### src/common/spl_map.svh
// register offsets, field positions, reset values and timing counts
`ifndef SPL_MAP_SVH
`define SPL_MAP_SVH

// ----------------------------------------
// register offsets (byte addresses)
// ----------------------------------------
`define SPL_OFS_CTRL      8'h00
`define SPL_OFS_ADV       8'h04
`define SPL_OFS_STAT      8'h08

// ----------------------------------------
// control register field positions
// ----------------------------------------
`define SPL_CTRL_RELOAD   15
`define SPL_CTRL_LOOP     14
`define SPL_CTRL_SPEED    13
`define SPL_CTRL_ANEN     12
`define SPL_CTRL_PDOWN    11
`define SPL_CTRL_ISO      10
`define SPL_CTRL_RESTART  9
`define SPL_CTRL_DUPLEX   8

// ----------------------------------------
// advertisement register fields
// ----------------------------------------
`define SPL_ADV_LSB       5
`define SPL_ADV_MSB       8
`define SPL_ADV_SEL       5'h01
`define SPL_ADV_ALL       4'hF
`define SPL_ADV_10ONLY    4'h3

// ----------------------------------------
// strap defaults (weak pull levels) and timing
// ----------------------------------------
`define SPL_DEF_STRAPS    6'h1D
`define SPL_SETTLE        2'h2

`endif

### src/common/spl_pkg.sv
// types shared by the strap latch design
package spl_pkg;

  // ----------------------------------------
  // sampled strap levels, as seen on the pins
  // ----------------------------------------
  typedef struct packed {
    logic isolate;
    logic speed;
    logic duplex_half;
    logic autoneg;
    logic addr0_unique;
    logic gate_chain_n;
  } spl_strap_t;

  // ----------------------------------------
  // live control state
  // ----------------------------------------
  typedef struct packed {
    logic loopback;
    logic speed_100;
    logic autoneg_en;
    logic power_down;
    logic isolate;
    logic full_duplex;
  } spl_ctrl_t;

  // ----------------------------------------
  // loader states
  // ----------------------------------------
  typedef enum logic [1:0] {
    SPL_WAIT = 2'b00,
    SPL_LOAD = 2'b01,
    SPL_RUN  = 2'b10
  } spl_state_t;

endpackage

### src/rtl/spl_sync.sv
// two-stage synchroniser for a group of pin levels
`timescale 1ns/1ps
module spl_sync #(
  parameter int WIDTH = 6
) (
  input  wire logic             clk,
  input  wire logic             rstn,
  input  wire logic [WIDTH-1:0] pin_in,
  output logic      [WIDTH-1:0] pin_sync
);

  logic [WIDTH-1:0] stage1;

  // first stage feeds only the second stage
  always_ff @(posedge clk or negedge rstn) begin
    if (!rstn) begin
      stage1   <= '0;
      pin_sync <= '0;
    end else begin
      stage1   <= pin_in;
      pin_sync <= stage1;
    end
  end

endmodule

### src/rtl/spl_addr_filter.sv
// station address match with address-zero treatment
`timescale 1ns/1ps
module spl_addr_filter (
  input  wire logic       clk,
  input  wire logic       rstn,
  input  wire logic       query_valid,
  input  wire logic [4:0] query_addr,
  input  wire logic [4:0] own_addr,
  input  wire logic       addr0_unique,
  output logic            hit,
  output logic            hit_bcast
);

  // address zero is broadcast unless the strap made it unique
  function automatic logic is_bcast(input logic [4:0] a, input logic uniq);
    is_bcast = (a == 5'h00) && !uniq;
  endfunction

  // own address zero only counts when zero is unique
  function automatic logic is_own(input logic [4:0] a, input logic [4:0] own,
                                  input logic uniq);
    is_own = (a == own) && ((a != 5'h00) || uniq);
  endfunction

  // registered verdict, one cycle after the query
  always_ff @(posedge clk or negedge rstn) begin
    if (!rstn) begin
      hit       <= 1'b0;
      hit_bcast <= 1'b0;
    end else begin
      hit       <= query_valid && (is_own(query_addr, own_addr, addr0_unique)
                   || is_bcast(query_addr, addr0_unique));
      hit_bcast <= query_valid && is_bcast(query_addr, addr0_unique);
    end
  end

endmodule

### src/rtl/spl_top.sv
// strap pin latch: samples straps at reset release and seeds control registers
//
// Notes on behaviour
// - all straps except station_address_strap are caught once after reset release; later pin changes ignored.
// - isolate strap high selects isolation, low (default) none.
// - sampled isolate level goes into control bit 10.
// - speed strap high (default) selects 100 Mbps, low 10 Mbps.
// - sampled speed level goes into control bit 13.
// - sampled speed also sets the advertised speed abilities.
// - duplex strap high (default) means half duplex, low full duplex.
// - sampled duplex level sets control bit 8.
// - autoneg strap high (default) enables autoneg, low disables it.
// - sampled autoneg level goes into control bit 12.
// - address-zero strap high makes station address zero our unique address.
// - address-zero strap low (default) makes address zero a broadcast.
// - gate-chain test strap is active low; high (default) keeps it off.
// - address-zero and gate-chain levels live in internal state only.
// - address zero acts as a unique address only with that strap high.
//
// The strobed register port and the register offsets were chosen for this implementation.
`timescale 1ns/1ps
`include "spl_map.svh"

module spl_top
  import spl_pkg::*;
(
  input  wire logic        clk,
  input  wire logic        rstn,
  input  wire logic        isolate_strap,
  input  wire logic        speed_strap,
  input  wire logic        duplex_strap,
  input  wire logic        autoneg_enable_strap,
  input  wire logic        addr_zero_unique_strap,
  input  wire logic        gate_chain_strap_n,
  input  wire logic [7:0]  reg_addr,
  input  wire logic [31:0] reg_wdata,
  input  wire logic        reg_wr,
  input  wire logic        reg_rd,
  output logic      [31:0] reg_rdata,
  input  wire logic        query_valid,
  input  wire logic [4:0]  query_addr,
  input  wire logic [4:0]  station_address_strap,
  output logic             addr_hit,
  output logic             addr_hit_bcast,
  output logic             ctrl_isolate,
  output logic             ctrl_speed_100,
  output logic             ctrl_full_duplex,
  output logic             ctrl_autoneg_en,
  output logic             ctrl_loopback,
  output logic             ctrl_power_down,
  output logic             an_restart,
  output logic      [3:0]  adv_ability,
  output logic             gate_chain_test_en,
  output logic             straps_loaded
);

  // ----------------------------------------
  // declarations
  // ----------------------------------------
  spl_strap_t  pins_raw;
  spl_strap_t  pins_sync;
  spl_strap_t  strap_q;
  spl_ctrl_t   ctrl;
  spl_ctrl_t   next_ctrl;
  spl_state_t  state;
  spl_state_t  next_state;
  logic [1:0]  settle_cnt;
  logic [3:0]  next_adv;
  logic        addr0_unique;
  logic        wr_ctrl;
  logic        wr_adv;
  logic        reload_req;
  logic [31:0] next_rdata;

  // ----------------------------------------
  // helpers
  // ----------------------------------------

  // advertised abilities implied by a speed level
  function automatic logic [3:0] adv_from_speed(input logic spd);
    adv_from_speed = spd ? `SPL_ADV_ALL : `SPL_ADV_10ONLY;
  endfunction

  // control state implied by a set of sampled straps
  function automatic spl_ctrl_t ctrl_from_straps(input spl_strap_t s);
    spl_ctrl_t c;
    c             = '0;
    c.isolate     = s.isolate;
    c.speed_100   = s.speed;
    c.full_duplex = !s.duplex_half;
    c.autoneg_en  = s.autoneg;
    c.loopback    = 1'b0;
    c.power_down  = 1'b0;
    return c;
  endfunction

  // control register word as software sees it
  function automatic logic [15:0] ctrl_word(input spl_ctrl_t c,
                                            input logic busy);
    logic [15:0] w;
    w                    = 16'h0000;
    w[`SPL_CTRL_RELOAD]  = busy;
    w[`SPL_CTRL_LOOP]    = c.loopback;
    w[`SPL_CTRL_SPEED]   = c.speed_100;
    w[`SPL_CTRL_ANEN]    = c.autoneg_en;
    w[`SPL_CTRL_PDOWN]   = c.power_down;
    w[`SPL_CTRL_ISO]     = c.isolate;
    w[`SPL_CTRL_DUPLEX]  = c.full_duplex;
    return w;
  endfunction

  // advertisement word with fixed selector field
  function automatic logic [15:0] adv_word(input logic [3:0] a);
    logic [15:0] w;
    w                             = 16'h0000;
    w[`SPL_ADV_MSB:`SPL_ADV_LSB]  = a;
    w[4:0]                        = `SPL_ADV_SEL;
    return w;
  endfunction

  // ----------------------------------------
  // pin synchronisation
  // ----------------------------------------

  // gather strap pins in pin order
  assign pins_raw.isolate      = isolate_strap;
  assign pins_raw.speed        = speed_strap;
  assign pins_raw.duplex_half  = duplex_strap;
  assign pins_raw.autoneg      = autoneg_enable_strap;
  assign pins_raw.addr0_unique = addr_zero_unique_strap;
  assign pins_raw.gate_chain_n = gate_chain_strap_n;

  spl_sync #(
    .WIDTH    ($bits(spl_strap_t))
  ) u_sync (
    .clk      (clk),
    .rstn     (rstn),
    .pin_in   (pins_raw),
    .pin_sync (pins_sync)
  );

  // ----------------------------------------
  // loader state machine
  // ----------------------------------------

  // software reload request, honoured only once running
  assign reload_req = wr_ctrl && reg_wdata[`SPL_CTRL_RELOAD];

  // next-state decode
  always_comb begin
    next_state = state;
    case (state)
      SPL_WAIT: begin
        if (settle_cnt == `SPL_SETTLE) begin
          next_state = SPL_LOAD;
        end
      end
      SPL_LOAD: begin
        next_state = SPL_RUN;
      end
      SPL_RUN: begin
        if (reload_req) begin
          next_state = SPL_LOAD;
        end
      end
      default: begin
        next_state = SPL_WAIT;
      end
    endcase
  end

  // state register
  always_ff @(posedge clk or negedge rstn) begin
    if (!rstn) begin
      state <= SPL_WAIT;
    end else begin
      state <= next_state;
    end
  end

  // settle counter lets the synchroniser fill after release
  always_ff @(posedge clk or negedge rstn) begin
    if (!rstn) begin
      settle_cnt <= 2'h0;
    end else if (state == SPL_WAIT && settle_cnt != `SPL_SETTLE) begin
      settle_cnt <= settle_cnt + 2'h1;
    end
  end

  // ----------------------------------------
  // strap snapshot
  // ----------------------------------------

  // caught once per reset, then frozen against pin changes
  always_ff @(posedge clk or negedge rstn) begin
    if (!rstn) begin
      strap_q <= spl_strap_t'(`SPL_DEF_STRAPS);
    end else if (state == SPL_WAIT && next_state == SPL_LOAD) begin
      strap_q <= pins_sync;
    end
  end

  // internal-only strap state, no register bit shows it
  always_ff @(posedge clk or negedge rstn) begin
    if (!rstn) begin
      addr0_unique       <= 1'b0;
      gate_chain_test_en <= 1'b0;
    end else if (state == SPL_LOAD) begin
      addr0_unique       <= strap_q.addr0_unique;
      gate_chain_test_en <= !strap_q.gate_chain_n;
    end
  end

  // loaded flag rises with the first load and stays
  always_ff @(posedge clk or negedge rstn) begin
    if (!rstn) begin
      straps_loaded <= 1'b0;
    end else if (state == SPL_LOAD) begin
      straps_loaded <= 1'b1;
    end
  end

  // ----------------------------------------
  // register writes
  // ----------------------------------------

  // write decode, live only while running
  assign wr_ctrl = reg_wr && (reg_addr == `SPL_OFS_CTRL) && (state == SPL_RUN);
  assign wr_adv  = reg_wr && (reg_addr == `SPL_OFS_ADV) && (state == SPL_RUN);

  // control: strap load wins, otherwise software may rewrite
  always_comb begin
    next_ctrl = ctrl;
    if (state == SPL_LOAD) begin
      next_ctrl = ctrl_from_straps(strap_q);
    end else if (wr_ctrl && !reload_req) begin
      next_ctrl.loopback    = reg_wdata[`SPL_CTRL_LOOP];
      next_ctrl.speed_100   = reg_wdata[`SPL_CTRL_SPEED];
      next_ctrl.autoneg_en  = reg_wdata[`SPL_CTRL_ANEN];
      next_ctrl.power_down  = reg_wdata[`SPL_CTRL_PDOWN];
      next_ctrl.isolate     = reg_wdata[`SPL_CTRL_ISO];
      next_ctrl.full_duplex = reg_wdata[`SPL_CTRL_DUPLEX];
    end
  end

  // control state register, weak-pull defaults until loaded
  always_ff @(posedge clk or negedge rstn) begin
    if (!rstn) begin
      ctrl <= ctrl_from_straps(spl_strap_t'(`SPL_DEF_STRAPS));
    end else begin
      ctrl <= next_ctrl;
    end
  end

  // advertised abilities follow speed strap at load
  always_comb begin
    next_adv = adv_ability;
    if (state == SPL_LOAD) begin
      next_adv = adv_from_speed(strap_q.speed);
    end else if (wr_adv) begin
      next_adv = reg_wdata[`SPL_ADV_MSB:`SPL_ADV_LSB];
    end
  end

  // advertisement register
  always_ff @(posedge clk or negedge rstn) begin
    if (!rstn) begin
      adv_ability <= `SPL_ADV_ALL;
    end else begin
      adv_ability <= next_adv;
    end
  end

  // autoneg restart is a one-cycle self-clearing pulse
  always_ff @(posedge clk or negedge rstn) begin
    if (!rstn) begin
      an_restart <= 1'b0;
    end else begin
      an_restart <= wr_ctrl && !reload_req && reg_wdata[`SPL_CTRL_RESTART];
    end
  end

  // ----------------------------------------
  // control outputs
  // ----------------------------------------

  // registered copies of the live control state
  always_ff @(posedge clk or negedge rstn) begin
    if (!rstn) begin
      ctrl_isolate     <= 1'b0;
      ctrl_speed_100   <= 1'b1;
      ctrl_full_duplex <= 1'b0;
      ctrl_autoneg_en  <= 1'b1;
      ctrl_loopback    <= 1'b0;
      ctrl_power_down  <= 1'b0;
    end else begin
      ctrl_isolate     <= next_ctrl.isolate;
      ctrl_speed_100   <= next_ctrl.speed_100;
      ctrl_full_duplex <= next_ctrl.full_duplex;
      ctrl_autoneg_en  <= next_ctrl.autoneg_en;
      ctrl_loopback    <= next_ctrl.loopback;
      ctrl_power_down  <= next_ctrl.power_down;
    end
  end

  // ----------------------------------------
  // register reads
  // ----------------------------------------

  // read mux, unmapped addresses read zero
  always_comb begin
    next_rdata = 32'h0000_0000;
    if (reg_rd) begin
      case (reg_addr)
        `SPL_OFS_CTRL: begin
          next_rdata = {16'h0000, ctrl_word(ctrl, state != SPL_RUN)};
        end
        `SPL_OFS_ADV: begin
          next_rdata = {16'h0000, adv_word(adv_ability)};
        end
        `SPL_OFS_STAT: begin
          next_rdata = {24'h00_0000, strap_q.isolate, strap_q.speed,
                        strap_q.duplex_half, strap_q.autoneg,
                        straps_loaded, 1'b0, state};
        end
        default: begin
          next_rdata = 32'h0000_0000;
        end
      endcase
    end
  end

  // read data stands only in the cycle after the strobe
  always_ff @(posedge clk or negedge rstn) begin
    if (!rstn) begin
      reg_rdata <= 32'h0000_0000;
    end else begin
      reg_rdata <= next_rdata;
    end
  end

  // ----------------------------------------
  // station address filter
  // ----------------------------------------

  // address zero handling depends on the caught strap
  spl_addr_filter u_addr (
    .clk          (clk),
    .rstn         (rstn),
    .query_valid  (query_valid),
    .query_addr   (query_addr),
    .own_addr     (station_address_strap),
    .addr0_unique (addr0_unique),
    .hit          (addr_hit),
    .hit_bcast    (addr_hit_bcast)
  );

endmodule

### config.mk
export PLATFORM = sky130hd
export DESIGN_NAME = spl_top
export DESIGN_NICKNAME = d
export VERILOG_FILES = /design/src/common/spl_pkg.sv /design/src/rtl/spl_sync.sv /design/src/rtl/spl_addr_filter.sv /design/src/rtl/spl_top.sv
export VERILOG_INCLUDE_DIRS = /design/src /design/src/common
export SDC_FILE = /design/constraint.sdc
export NUM_CORES = 1
export LEC_CHECK = 0
export BUFFER_PORTS_ARGS = -buffer_cell sky130_fd_sc_hd__buf_2
export CORE_UTILIZATION = 30
export DETAILED_ROUTE_END_ITERATION = 12
export SYNTH_ARGS = -nofsm -noshare
export SYNTH_HDL_FRONTEND = slang
export SYNTH_SLANG_ARGS = --single-unit
export TNS_END_PERCENT = 30
### constraint.sdc
create_clock -name clk -period 1.7 [get_ports clk]
set_clock_uncertainty 0.05 [all_clocks]
set_input_delay 0.255 -clock clk [delete_from_list [all_inputs] [get_ports clk]]
set_output_delay 0.255 -clock clk [all_outputs]
set_load 0.03 [all_outputs]
* Word level (Yosys, flattened, before mapping)
Cells that the tools add are included.
Word-level totals: register bits after elaboration 70, bits of input ports 61
Operators by class: reduce and logical (&&, ||, !) cells 25, add/subtract/negate cells 1, equality and inequality tests 9, multiplexer cells 10
Operator list (count):
- $pmux W16 S3 | 1
- $mux W16 | 1
- $logic_and A1 B1 Y1 | 13
- $mux W4 | 3
- $mux W6 | 2
- $eq A8 B3 Y1 const B | 1
- $eq A8 B4 Y1 const B | 1
- $logic_not A8 Y1 | 1
- $pmux W2 S3 | 1
- $eq A5 B5 Y1 | 1
- $logic_not A5 Y1 | 1
- $reduce_bool A5 Y1 | 1
- $eq A2 B1 Y1 const B | 2
- $eq A2 B2 Y1 const B | 2
- $logic_not A1 Y1 | 4
- $mux W2 | 2
- $ne A2 B2 Y1 const B | 2
- $reduce_bool A2 Y1 | 2
- $add A2 B1 Y2 const B | 1
- $logic_not A2 Y1 | 1
- $logic_or A1 B1 Y1 | 2

* Longest topological paths before layout
Gate-level depths: netlist (run 1).
depth after elaboration 8, mapped depth 6, gate-level depth less buffers 5

* Modules after synthesis
A second synthesis (run 1) with hierarchy kept.
Second synthesis, totals: cells, all modules 181, area total of the unflattened synthesis 2222.1 sq um
Modules (own cells, without submodules):
- spl_top | area each 1781.7 sq um, cells each 158, times used 1
- spl_sync | area each 300.3 sq um, cells each 12, times used 1
- spl_addr_filter | area each 140.1 sq um, cells each 11, times used 1

* Worst setup path after synthesis (run 1)
No wires, ideal clock.
path type reg-to-reg, start reg settle_cnt[0], end reg strap_q[1] in the netlist's numbering, setup slack 0.238 ns, stages on the path, launching flop included 5, setup time 0.125 ns, buffers on the path 0, data required time 1.525 ns, arrival 1.287 ns, period minus slack after synthesis 1.462 ns, cell sequence dfrtp_1 -> inv_1 -> ha_1 -> nor3b_2 -> mux2_2
Between the ends: longest elaborated chain between the ends 5
RTL lines:
- from (decl) | RTL line spl_top.sv:67 | logic [1:0] settle_cnt;
- from (signal assigned) | RTL line spl_top.sv:186 | settle_cnt <= settle_cnt + 2'h1;
- $eq A2 B2 Y1 (no source line)
- $mux W2 | RTL line spl_top.sv:154 | if (settle_cnt == `SPL_SETTLE) begin
- $pmux W2 S3 | RTL line spl_top.sv:152 | case (state)
- $eq A2 B1 Y1 | RTL line spl_top.sv:198 | end else if (state == SPL_WAIT && next_state == SPL_LOAD) begin
- $logic_and A1 B1 Y1 | RTL line spl_top.sv:198
- to (signal assigned) | RTL line spl_top.sv:197 | strap_q <= spl_strap_t'(`SPL_DEF_STRAPS);
- to (signal assigned) | RTL line spl_top.sv:199 | strap_q <= pins_sync;
- to (decl) | RTL line spl_top.sv:62 | spl_strap_t strap_q;
No other way between the ends. A chain may end at the register's enable or synchronous reset.

* Final worst setup path (run 1)
start reg settle_cnt[0], end reg strap_q[5] in the netlist's numbering
Same word-level chain as after synthesis.

==> metrics.txt, run 1 <==
# TYPE chip_impl_metric gauge
chip_impl_metric{name="cts_repair_resize_count",unit=""} 0
chip_impl_metric{name="synth_top_area_frac",unit=""} 0.496
chip_impl_metric{name="async_flop_share",unit=""} 1.00
chip_impl_metric{name="vdd.ir_drop.worst",unit="mV"} 0.508
chip_impl_metric{name="period_share",unit=""} 0.922
chip_impl_metric{name="post_synth_inst_count",unit=""} 163
chip_impl_info{name="ctsRootBufferMaster",value="sky130_fd_sc_hd__clkbuf_8"} 1
chip_impl_metric{name="antenna_cells",unit=""} 0
chip_impl_metric{name="cts-htree-levels",unit=""} 2
chip_impl_metric{name="finished_layout_cell_area",unit="sq mm"} 0.00272
chip_impl_metric{name="maxCapViolCount",unit=""} 0
chip_impl_metric{name="fp.coreArea",unit="sq mm"} 0.00679
chip_impl_info{name="hold_removal_path_class",value="in2reg"} 1
chip_impl_metric{name="period_needed",unit="ns"} 1.57
chip_impl_info{name="r2r_start",value="settle_cnt[0]"} 1
chip_impl_info{name="tritoncts",value="yes"} 1
chip_impl_info{name="synth.most_common_cell",value="sky130_fd_sc_hd__dfrtp_1"} 1
chip_impl_metric{name="grt_max_degree",unit=""} 53
chip_impl_metric{name="share_of_post_route_cells_with_drive_strength_above_1",unit=""} 0.434
chip_impl_metric{name="die_ar",unit="sq mm"} 0.00740
chip_impl_metric{name="worstPathArrival",unit="ns"} 1.71
chip_impl_metric{name="globalRouteOverflowTotal",unit=""} 0
chip_impl_metric{name="seq_area_frac_synth",unit=""} 0.620
chip_impl_metric{name="die-width",unit="microns"} 86.0
chip_impl_info{name="critical_path.startpoint",value="settle_cnt[0]"} 1
chip_impl_metric{name="drt-pass1-iter-count",unit=""} 4
chip_impl_info{name="cpMaxStageDelayCell",value="sky130_fd_sc_hd__dfrtp_1"} 1
chip_impl_metric{name="rows",unit=""} 30
chip_impl_metric{name="cell_total_after_placement",unit=""} 330
chip_impl_metric{name="timing.setup.tns",unit="ns"} 0
chip_impl_metric{name="gp_congestion",unit=""} 0.736
chip_impl_metric{name="finish.net_count",unit=""} 310
chip_impl_metric{name="synth.cell_area",unit="sq mm"} 0.00212
chip_impl_metric{name="yosys_warn_count",unit=""} 0
chip_impl_metric{name="routed_via_density",unit=""} 4.22
chip_impl_info{name="synthFlopType",value="sky130_fd_sc_hd__dfrtp_1"} 1
chip_impl_metric{name="leakage",unit="nW"} 1.46
chip_impl_metric{name="wl",unit="microns"} 4090
chip_impl_metric{name="number_of_antenna_violations_at_the_first_check_in_global_routing",unit=""} 0
chip_impl_metric{name="syn_avg_cell_area",unit="sq um"} 13.0
chip_impl_metric{name="finalHoldViolations",unit=""} 0
chip_impl_metric{name="floorplan.io_pins",unit=""} 108
chip_impl_metric{name="syn2layout_area_growth",unit="%"} 28.2
chip_impl_metric{name="preCtsSetupSlack",unit="ns"} 0.138
chip_impl_info{name="yosysTopAreaCell",value="sky130_fd_sc_hd__dfrtp_1"} 1
chip_impl_metric{name="final_cells",unit=""} 345
chip_impl_metric{name="cts_buffer_depth",unit=""} 2
chip_impl_metric{name="finalSetupViolCount",unit=""} 0
chip_impl_metric{name="clock_sink_count",unit=""} 52
chip_impl_metric{name="timing.final.ws_setup",unit="ns"} 0.133
chip_impl_metric{name="crit_path_max_fanout",unit=""} 4
chip_impl_metric{name="dpl.hpwl",unit="microns"} 3090
chip_impl_metric{name="finalMaxSlewViolations",unit=""} 0
chip_impl_metric{name="power.density",unit="mW/mm^2"} 1170
chip_impl_metric{name="required",unit="ns"} 1.84
chip_impl_metric{name="drt_first_iter_violations",unit=""} 75
chip_impl_metric{name="skew_pair_late_insertion_delay",unit="ns"} 0.30
chip_impl_info{name="cp_cell_sequence",value="inv_1 -> ha_1 -> nor3b_2 -> buf_4 -> mux2_2"} 1
chip_impl_info{name="rsz0062_at_grt",value="false"} 1
chip_impl_metric{name="yosys_register_bits",unit=""} 52
chip_impl_metric{name="die-height",unit="microns"} 86.0
chip_impl_metric{name="min_delay_path_depth",unit=""} 2
chip_impl_metric{name="cts-buffers-inserted",unit=""} 5
chip_impl_metric{name="remaining_drc_errors",unit=""} 0
chip_impl_metric{name="grt_pass1_wl",unit="microns"} 6860
chip_impl_metric{name="fin_hold_ws",unit="ns"} 0.0896
chip_impl_metric{name="grt_pass1_vias",unit=""} 1464
chip_impl_metric{name="netlist-cell-type-count",unit=""} 41
chip_impl_info{name="critical_path.startpoint_type",value="flop"} 1
chip_impl_info{name="synth_top_cells_by_count",value="sky130_fd_sc_hd__dfrtp_1 (42), sky130_fd_sc_hd__buf_4 (18), sky130_fd_sc_hd__dfstp_2 (10)"} 1
chip_impl_metric{name="cp_slowest_stage_delay",unit="ns"} 0.40
chip_impl_metric{name="initial_utilization",unit=""} 0.312
chip_impl_metric{name="r2r.worst_path.cells",unit=""} 5
chip_impl_info{name="result_of_the_run",value="completed"} 1
chip_impl_metric{name="global_route_total_usage_across_every_layer",unit=""} 0.122
chip_impl_metric{name="synth_enable_flop_cells",unit=""} 0
chip_impl_info{name="worst_hold_startpoint",value="query_addr[1]"} 1
chip_impl_metric{name="wl_per_cell",unit="microns"} 11.9
chip_impl_metric{name="dr_total_vias",unit=""} 1455
chip_impl_metric{name="fmax",unit="MHz"} 638
chip_impl_metric{name="clkSlewWorstSetupHoldPaths",unit="ns"} 0.08
chip_impl_metric{name="placement.cell_area",unit="sq mm"} 0.00255
chip_impl_metric{name="place.port_buffers",unit=""} 68
chip_impl_info{name="critical_path.endpoint_type",value="flop"} 1
chip_impl_metric{name="drt.antenna.violating_nets",unit=""} 0
chip_impl_info{name="synth.area.top_cells",value="sky130_fd_sc_hd__dfrtp_1 (50%), sky130_fd_sc_hd__dfstp_2 (12%), sky130_fd_sc_hd__buf_4 (6.4%)"} 1
chip_impl_info{name="worstSetupPathType",value="reg2reg"} 1
-- cells by family after synthesis --
group                      share of synthesized area
DFF                                            0.620
AOI/OAI and AO/OA                             0.0591
muxes                                         0.0750
adders and majority gates                    0.00591
and+or+nand+nor                                0.125
buffers and inverters                         0.0880
xor gates and xnor gates                      0.0248
other                                        0.00177
-- sequential cells by signal, indices dropped and copies added, names as in the netlist --
signal / count
u_addr.hit: 1
ctrl_full_duplex: 1
ctrl_isolate: 1
addr0_unique: 1
ctrl_autoneg_en: 1
state: 2
ctrl_speed_100: 1
u_addr.hit_bcast: 1
straps_loaded: 1
u_sync.stage1: 6
gate_chain_test_en: 1
adv_ability: 4
ctrl_power_down: 1
reg_rdata: 14
strap_q: 6
settle_cnt: 2
an_restart: 1
ctrl_loopback: 1
u_sync.pin_sync: 6
-- where the power goes --
part,internal (mW),total [mW],switching [mW]
clock network,0.333,0.707,0.375
registers,1.49,1.64,0.148
logic,0.349,0.827,0.479
total,2.17,3.17,1.00
-- final timing paths --
path	end	slack, ns
min reg2reg	u_sync.pin_sync[4]	0.30
max reg2reg	strap_q[5]	0.13
max	strap_q[5]	0.13
min	u_addr.hit_bcast	0.09
max in group asynchronous	adv_ability[2]	0.90
min in group asynchronous	reg_rdata[1]	0.42
-- cells in the final DEF (no fill, tap or decap), types with 3 or more instances in the layout --
cell type	instances
sky130_fd_sc_hd__a21oi_1	4
sky130_fd_sc_hd__clkbuf_8	6
sky130_fd_sc_hd__nor2_1	7
sky130_fd_sc_hd__a22oi_1	3
sky130_fd_sc_hd__dlygate4sd3_1	7
sky130_fd_sc_hd__xor2_1	4
sky130_fd_sc_hd__nand3_1	3
sky130_fd_sc_hd__inv_1	7
sky130_fd_sc_hd__dfstp_2	10
sky130_fd_sc_hd__buf_2	68
sky130_fd_sc_hd__mux2i_1	8
sky130_fd_sc_hd__buf_4	7
sky130_fd_sc_hd__and3_1	8
sky130_fd_sc_hd__o21ai_0	4
sky130_fd_sc_hd__nand2_1	6
sky130_fd_sc_hd__dfrtp_1	42
sky130_fd_sc_hd__conb_1	18
sky130_fd_sc_hd__mux2_2	7
-- final cells by class --
class                           instances  area, sq um
Fill cell                             651         4080
Sequential cell                        52         1310
Multi-Input combinational cell         99          682
Timing Repair Buffer                   83          483
Tap cell                               96          120
Clock buffer                            8         90.1
Inverter                                7         26.3
-- timing repair --
action                                  4_1_cts  5_1_grt
setup buffers                                 0        0
hold buffers                                  6        1
hold endpoints to repair                     47        1
endpoints found under the setup margin        0        0
-- stage by stage --
step	power (mW)	utilization
2_1_floorplan	2.22	-
3_3_place_gp	2.46	0.376
3_5_place_dp	2.49	0.376
4_1_cts	3.22	0.398
5_1_grt	3.39	0.400
6_report	3.17	0.400
-- layer usage --
| layer | part of all wire | up-vias | GRT usage |
|---|---|---|---|
| met5 | 0 | - | 0 |
| met1 | 0.43 | 687 | 0.149 |
| met2 | 0.48 | 67 | 0.201 |
| met4 | 0.010 | 0 | 0.0455 |
| li1 | - | 694 | - |
| met3 | 0.079 | 7 | 0.0385 |
-- critical path, delay by kind of cell (launching register included) --
| family | cells | cell delay, ns |
|---|---|---|
| buffers and inverters | 2 | 0.26 |
| DFF | 1 | 0.40 |
| adders and majority gates | 1 | 0.15 |
| muxes | 1 | 0.32 |
| and+or+nand+nor | 1 | 0.28 |
Power figures use the tool's default switching activity.
==> run 2, diff against run 1 <==
Settings changed: CELL_PAD_IN_SITES_DETAIL_PLACEMENT from default to 0, CELL_PAD_IN_SITES_GLOBAL_PLACEMENT from default to 1, CORE_UTILIZATION 30 to 34, PLACE_DENSITY_LB_ADDON from default to 0.1.
==> metrics.txt, run 2 (same netlist as run 1, synthesis figures left out) <==
# TYPE chip_impl_metric gauge
chip_impl_info{name="result_of_the_run",value="completed"} 1
chip_impl_metric{name="num-fill-cells",unit=""} 589
chip_impl_metric{name="global_route_total_usage_across_every_layer",unit=""} 0.133
chip_impl_metric{name="leakage",unit="nW"} 1.47
chip_impl_metric{name="rows",unit=""} 28
chip_impl_metric{name="wl",unit="microns"} 4090
chip_impl_metric{name="preCtsSetupSlack",unit="ns"} 0.188
chip_impl_metric{name="die-width",unit="microns"} 80.9
chip_impl_metric{name="timing.setup.tns",unit="ns"} 0
chip_impl_metric{name="cell_total_after_placement",unit=""} 307
chip_impl_metric{name="vdd.ir_drop.worst",unit="mV"} 0.646
chip_impl_info{name="cp_cell_sequence",value="and3b_1 -> nand4b_2 -> buf_4 -> mux2i_1 -> mux2i_1"} 1
chip_impl_metric{name="drt.antenna.violating_nets",unit=""} 0
chip_impl_metric{name="cts_buffer_depth",unit=""} 2
chip_impl_metric{name="globalRouteOverflowTotal",unit=""} 0
chip_impl_metric{name="dpl.hpwl",unit="microns"} 2970
chip_impl_metric{name="routed_via_density",unit=""} 4.42
chip_impl_metric{name="grt_max_degree",unit=""} 53
chip_impl_metric{name="post-cts-setup-buffer-count",unit=""} 0
chip_impl_info{name="critical_path.startpoint_type",value="flop"} 1
chip_impl_metric{name="period_needed",unit="ns"} 1.48
chip_impl_metric{name="number_of_antenna_violations_at_the_first_check_in_global_routing",unit=""} 0
chip_impl_metric{name="switching_share",unit=""} 0.302
chip_impl_info{name="rsz0062_at_grt",value="false"} 1
chip_impl_metric{name="cts-buffers-inserted",unit=""} 5
chip_impl_info{name="layout.cells.most_common",value="sky130_fd_sc_hd__buf_2"} 1
chip_impl_info{name="critical_path.endpoint_type",value="flop"} 1
chip_impl_metric{name="fmax",unit="MHz"} 677
chip_impl_metric{name="min_delay_path_depth",unit=""} 2
chip_impl_metric{name="floorplan.io_pins",unit=""} 108
chip_impl_metric{name="share_of_post_route_cells_with_drive_strength_above_1",unit=""} 0.437
chip_impl_metric{name="die-height",unit="microns"} 80.9
chip_impl_info{name="ctsRootBufferMaster",value="sky130_fd_sc_hd__clkbuf_8"} 1
chip_impl_metric{name="clkSlewWorstSetupHoldPaths",unit="ns"} 0.09
chip_impl_metric{name="die_ar",unit="sq mm"} 0.00655
chip_impl_info{name="tritoncts",value="yes"} 1
chip_impl_info{name="worst_hold_startpoint",value="query_addr[1]"} 1
chip_impl_metric{name="worstPathArrival",unit="ns"} 1.62
chip_impl_metric{name="place.port_buffers",unit=""} 68
chip_impl_metric{name="dr_wl_met3",unit="microns"} 218
chip_impl_metric{name="crit_path_max_fanout",unit=""} 7
chip_impl_info{name="r2r_start",value="state[0]"} 1
chip_impl_metric{name="power.net_switching",unit="mW"} 1.01
chip_impl_info{name="crit_path_frequent_cell",value="sky130_fd_sc_hd__mux2i_1"} 1
chip_impl_metric{name="relSlewSlack",unit=""} 0.647
chip_impl_metric{name="required",unit="ns"} 1.84
chip_impl_info{name="largest_register",value="reg_rdata"} 1
chip_impl_info{name="highest_layer",value="met4"} 1
chip_impl_metric{name="worstPathBufferInverterCount",unit=""} 1
chip_impl_metric{name="m1WireLength",unit="microns"} 1800
chip_impl_metric{name="syn2layout_area_growth",unit="%"} 27.9
chip_impl_metric{name="power.internal",unit="mW"} 2.34
chip_impl_metric{name="finalHoldViolations",unit=""} 0
chip_impl_metric{name="detailroute.wirelength.met2",unit="microns"} 2010
chip_impl_metric{name="initial_utilization",unit=""} 0.356
chip_impl_metric{name="grt_pass1_vias",unit=""} 1327
chip_impl_info{name="cp_top_family",value="flip-flops"} 1
chip_impl_info{name="hold_removal_path_class",value="in2reg"} 1
chip_impl_metric{name="maxCapViolCount",unit=""} 0
chip_impl_metric{name="pwr-share-seq",unit=""} 0.487
chip_impl_metric{name="r2r.worst_path.cells",unit=""} 5
chip_impl_info{name="timing.hold.worst_endpoint",value="u_addr.hit_bcast"} 1
chip_impl_metric{name="gp_congestion",unit=""} 0.763
chip_impl_metric{name="fin_total_pwr",unit="mW"} 3.36
chip_impl_metric{name="timing_worst_slew_pin_value",unit="ns"} 0.529
chip_impl_metric{name="reg2reg_setup_slack",unit="ns"} 0.22
chip_impl_metric{name="largest_register_ff_count",unit=""} 14
chip_impl_metric{name="drt_first_iter_violations",unit=""} 27
chip_impl_metric{name="antenna_cells",unit=""} 0
chip_impl_metric{name="cts-htree-levels",unit=""} 2
chip_impl_metric{name="period_share",unit=""} 0.869
chip_impl_info{name="worstSetupPathType",value="reg2reg"} 1
chip_impl_metric{name="clock_sink_count",unit=""} 52
chip_impl_metric{name="finalSetupViolCount",unit=""} 0
chip_impl_metric{name="power.density",unit="mW/mm^2"} 1240
chip_impl_metric{name="cp_slowest_stage_delay",unit="ns"} 0.46
chip_impl_metric{name="fp.coreArea",unit="sq mm"} 0.00596
chip_impl_info{name="commonest_cells_after_routing_fill_and_taps_aside",value="sky130_fd_sc_hd__buf_2 (68), sky130_fd_sc_hd__dfrtp_1 (42), sky130_fd_sc_hd__conb_1 (18)"} 1
chip_impl_info{name="worstReg2RegEnd",value="ctrl_full_duplex"} 1
chip_impl_metric{name="skew_pair_late_insertion_delay",unit="ns"} 0.30
chip_impl_metric{name="p_clk_frac",unit=""} 0.275
chip_impl_metric{name="remaining_drc_errors",unit=""} 0
chip_impl_metric{name="dr_total_vias",unit=""} 1422
chip_impl_metric{name="final_cells",unit=""} 322
chip_impl_metric{name="combinationalPowerShare",unit=""} 0.239
chip_impl_metric{name="wl_per_cell",unit="microns"} 12.7
chip_impl_metric{name="timing.final.ws_setup",unit="ns"} 0.223
chip_impl_info{name="cpMaxStageDelayCell",value="sky130_fd_sc_hd__dfrtp_1"} 1
chip_impl_metric{name="finalMaxSlewViolations",unit=""} 0
chip_impl_metric{name="grt_pass1_wl",unit="microns"} 6410
chip_impl_metric{name="finish.net_count",unit=""} 308
chip_impl_metric{name="drt-pass1-iter-count",unit=""} 4
## run 2: cell types whose count changed in the layout (fill, tap and decap cells not counted)
| cell | delta |
|---|---|
| sky130_fd_sc_hd__bufinv_16 | +1 |
| sky130_fd_sc_hd__buf_4 | -2 |
| sky130_fd_sc_hd__clkbuf_1 | -2 |
| sky130_fd_sc_hd__clkbuf_8 | +1 |
## run 2: final cells by class
cell class	instances	area (sq um)	area share
clock buffer	7	96.3	0.0355
clock inverter	1	30.0	0.0111
inverter	7	26.3	0.00970
multi-input combinational	99	682	0.252
sequential	52	1310	0.485
tap	75	93.8	0.0346
timing repair buffer	81	468	0.173
## run 2: power groups by stage
stage	combinational, mW	sequential, mW	clock (mW)
floorplan	0.456	1.76	0
global placement	0.787	1.66	0
detailed placement	0.803	1.66	0
CTS	0.813	1.64	0.947
global route	0.884	1.66	0.983
finish	0.801	1.63	0.921
## run 2: how the worst max path moves through the flow
stage,end,slack [ns],cells past startpoint,startpoint
floorplan,strap_q[1],0.24,4,settle_cnt[0]
global placement,ctrl_full_duplex,0.19,6,reg_addr[7]
detailed placement,ctrl_full_duplex,0.19,6,reg_addr[7]
CTS,ctrl_full_duplex,0.21,5,state[0]
global route,ctrl_speed_100,0.08,5,state[0]
finish,ctrl_full_duplex,0.22,5,state[0]
## run 2: what timing repair did
action | in CTS | in global routing
hold buffers | 7 | 0
hold endpoints to repair | 48 | 0
resized for setup | 0 | 0
## run 2: layer usage
layer,vias to the layer above,track usage
met5,-,0
met4,0,0.0536
met3,7,0.0348
met2,50,0.217
met1,679,0.169
li1,686,-
## run 2: through the flow
step                      hold WS [ns]   util  cell area (sq um)
after global routing            0.0903  0.455               2710
after global placement           0.221  0.422               2510
final                           0.0894  0.455               2710
after CTS                       0.0834  0.455               2710
after detailed placement         0.217  0.422               2510
after floorplan                -0.0906      -               2180
==> run 3, diff against run 2 <==
==> constraint.sdc (replaced) <==
create_clock -name clk -period 1.7 [get_ports clk]
set_clock_uncertainty 0.05 [all_clocks]
set_input_delay 0.085 -clock clk [delete_from_list [all_inputs] [get_ports clk]]
set_output_delay 0.085 -clock clk [all_outputs]
set_load 0.03 [all_outputs]
==> metrics.txt, run 3 (same netlist as run 1, synthesis figures left out) <==
# TYPE chip_impl_metric gauge
chip_impl_metric{name="antenna_cells",unit=""} 0
chip_impl_info{name="critical_path.startpoint_type",value="primary input"} 1
chip_impl_metric{name="cts-buffers-inserted",unit=""} 5
chip_impl_metric{name="leakage",unit="nW"} 1.52
chip_impl_metric{name="dr_total_vias",unit=""} 1496
chip_impl_metric{name="min_delay_path_depth",unit=""} 3
chip_impl_metric{name="die_ar",unit="sq mm"} 0.00655
chip_impl_metric{name="clkSlewWorstSetupHoldPaths",unit="ns"} 0.09
chip_impl_metric{name="finalHoldViolations",unit=""} 0
chip_impl_metric{name="die-width",unit="microns"} 80.9
chip_impl_metric{name="gp_congestion",unit=""} 0.780
chip_impl_info{name="result_of_the_run",value="completed"} 1
chip_impl_metric{name="worstPathArrival",unit="ns"} 1.67
chip_impl_metric{name="grt_pass1_wl",unit="microns"} 6800
chip_impl_metric{name="drt-pass1-iter-count",unit=""} 4
chip_impl_metric{name="final_cells",unit=""} 335
chip_impl_info{name="layout.cells.most_common",value="sky130_fd_sc_hd__buf_2"} 1
chip_impl_metric{name="timing_worst_slew_pin_value",unit="ns"} 0.551
chip_impl_metric{name="finish.net_count",unit=""} 321
chip_impl_info{name="cp_top_family",value="buffers and inverters"} 1
chip_impl_info{name="cp_cell_sequence",value="dlygate4sd3_1 -> buf_2 -> nor4_2 -> nand4b_2 -> buf_4 -> mux2i_1 -> mux2i_1"} 1
chip_impl_metric{name="timing.final.ws_setup",unit="ns"} 0.163
chip_impl_metric{name="fp.coreArea",unit="sq mm"} 0.00596
chip_impl_metric{name="finalSetupViolCount",unit=""} 0
chip_impl_metric{name="initial_utilization",unit=""} 0.356
chip_impl_info{name="ctsRootBufferMaster",value="sky130_fd_sc_hd__clkbuf_8"} 1
chip_impl_info{name="largest_register",value="reg_rdata"} 1
chip_impl_metric{name="relSlewSlack",unit=""} 0.632
chip_impl_metric{name="wl_per_cell",unit="microns"} 12.9
chip_impl_metric{name="maxCapViolCount",unit=""} 0
chip_impl_info{name="rsz0062_at_grt",value="false"} 1
chip_impl_metric{name="vdd.ir_drop.worst",unit="mV"} 0.712
chip_impl_metric{name="cell_total_after_placement",unit=""} 308
chip_impl_metric{name="preCtsSetupSlack",unit="ns"} 0.255
chip_impl_metric{name="rows",unit=""} 28
chip_impl_metric{name="grt_max_degree",unit=""} 34
chip_impl_info{name="worstReg2RegEnd",value="adv_ability[2]"} 1
chip_impl_metric{name="power.density",unit="mW/mm^2"} 1150
chip_impl_metric{name="cp_slowest_stage_delay",unit="ns"} 0.53
chip_impl_info{name="worst_hold_startpoint",value="reg_wdata[13]"} 1
chip_impl_metric{name="drt.antenna.violating_nets",unit=""} 0
chip_impl_metric{name="required",unit="ns"} 1.83
chip_impl_metric{name="worstPathBufferInverterCount",unit=""} 3
chip_impl_info{name="r2r_start",value="state[1]"} 1
chip_impl_metric{name="cts_repair_resize_count",unit=""} 0
chip_impl_metric{name="skew_pair_late_insertion_delay",unit="ns"} 0.30
chip_impl_metric{name="crit_path_max_fanout",unit=""} 5
chip_impl_info{name="commonest_cells_after_routing_fill_and_taps_aside",value="sky130_fd_sc_hd__buf_2 (68), sky130_fd_sc_hd__dfrtp_1 (42), sky130_fd_sc_hd__dlygate4sd3_1 (19)"} 1
chip_impl_info{name="crit_path_frequent_cell",value="sky130_fd_sc_hd__mux2i_1"} 1
chip_impl_metric{name="number_of_antenna_violations_at_the_first_check_in_global_routing",unit=""} 0
chip_impl_metric{name="layout.core_utilization",unit=""} 0.472
chip_impl_metric{name="die-height",unit="microns"} 80.9
chip_impl_metric{name="fin_total_pwr",unit="mW"} 3.23
chip_impl_metric{name="period_share",unit=""} 0.904
chip_impl_metric{name="grt_pass1_vias",unit=""} 1443
chip_impl_metric{name="routed_via_density",unit=""} 4.47
chip_impl_metric{name="drt_first_iter_violations",unit=""} 34
chip_impl_metric{name="place.port_buffers",unit=""} 68
chip_impl_metric{name="largest_register_ff_count",unit=""} 14
chip_impl_metric{name="floorplan.io_pins",unit=""} 108
chip_impl_info{name="worstSetupPathType",value="in2reg"} 1
chip_impl_metric{name="syn2layout_area_growth",unit="%"} 32.7
chip_impl_metric{name="cts-htree-levels",unit=""} 2
chip_impl_metric{name="fmax",unit="MHz"} 651
chip_impl_metric{name="finalMaxSlewViolations",unit=""} 0
chip_impl_info{name="critical_path.endpoint_type",value="flop"} 1
chip_impl_metric{name="r2r.worst_path.cells",unit=""} 4
chip_impl_metric{name="share_of_post_route_cells_with_drive_strength_above_1",unit=""} 0.415
chip_impl_metric{name="remaining_drc_errors",unit=""} 0
chip_impl_info{name="tritoncts",value="yes"} 1
chip_impl_metric{name="global_route_total_usage_across_every_layer",unit=""} 0.142
chip_impl_info{name="cpMaxStageDelayCell",value="sky130_fd_sc_hd__dlygate4sd3_1"} 1
chip_impl_info{name="hold_removal_path_class",value="in2reg"} 1
chip_impl_metric{name="dpl.hpwl",unit="microns"} 3110
chip_impl_info{name="timing.hold.worst_endpoint",value="ctrl_speed_100"} 1
chip_impl_metric{name="period_needed",unit="ns"} 1.54
chip_impl_metric{name="reg2reg_setup_slack",unit="ns"} 0.25
chip_impl_metric{name="clock_sink_count",unit=""} 52
chip_impl_metric{name="wl",unit="microns"} 4330
chip_impl_metric{name="globalRouteOverflowTotal",unit=""} 0
chip_impl_metric{name="timing.setup.tns",unit="ns"} 0
chip_impl_metric{name="cts_buffer_depth",unit=""} 2
[run 3: final cells by class]
class,instances,area (sq um)
Sequential cell,52,1310
Clock buffer,8,100
Fill cell,584,3140
Multi-Input combinational cell,99,682
Timing Repair Buffer,94,596
Tap cell,75,93.8
Inverter,7,26.3
[run 3: worst max path at each step]
| stage | startpoint | slack (ns) | cells past startpoint | endpoint |
|---|---|---|---|---|
| finish | reg_addr[3] | 0.16 | 7 | ctrl_full_duplex |
| global route | reg_addr[3] | 0.07 | 7 | ctrl_full_duplex |
| CTS | reg_addr[3] | 0.16 | 7 | ctrl_full_duplex |
| detailed placement | settle_cnt[0] | 0.26 | 5 | strap_q[1] |
| global placement | settle_cnt[0] | 0.26 | 5 | strap_q[1] |
| floorplan | settle_cnt[0] | 0.24 | 4 | strap_q[1] |
[run 3: metrics by stage]
step                instance area (sq um)  hold WS [ns]
floorplan                            2180        -0.261
global placement                     2520        0.0120
detailed placement                   2520        0.0256
CTS                                  2810       0.00943
global route                         2810        0.0211
finish                               2810        0.0221
[run 3: timing repair]
action / CTS / global route
hold buffers: 19 / 0
hold endpoints to repair: 33 / 0
setup buffers: 0 / 0
[run 3: worst register-to-register path, cell delays in order, from the launching register on]
cell and delay [ns]:
sky130_fd_sc_hd__dfrtp_1 0.42, sky130_fd_sc_hd__and3b_1 0.25, sky130_fd_sc_hd__nand4_1 0.30, sky130_fd_sc_hd__mux2i_1 0.21
sky130_fd_sc_hd__a21oi_1 0.15
[run 3: layer usage]
layer / vias up / part of all wire / global-route usage
li1: 711 / - / -
met1: 725 / 0.42 / 0.173
met2: 53 / 0.51 / 0.236
met3: 7 / 0.052 / 0.0393
met4: 0 / 0.014 / 0.0554
met5: - / 0 / 0
[run 3: report_power, final]
part / switching (mW) / internal (mW)
Sequential: 0.139 / 1.49
Combinational: 0.491 / 0.364
Clock: 0.376 / 0.372
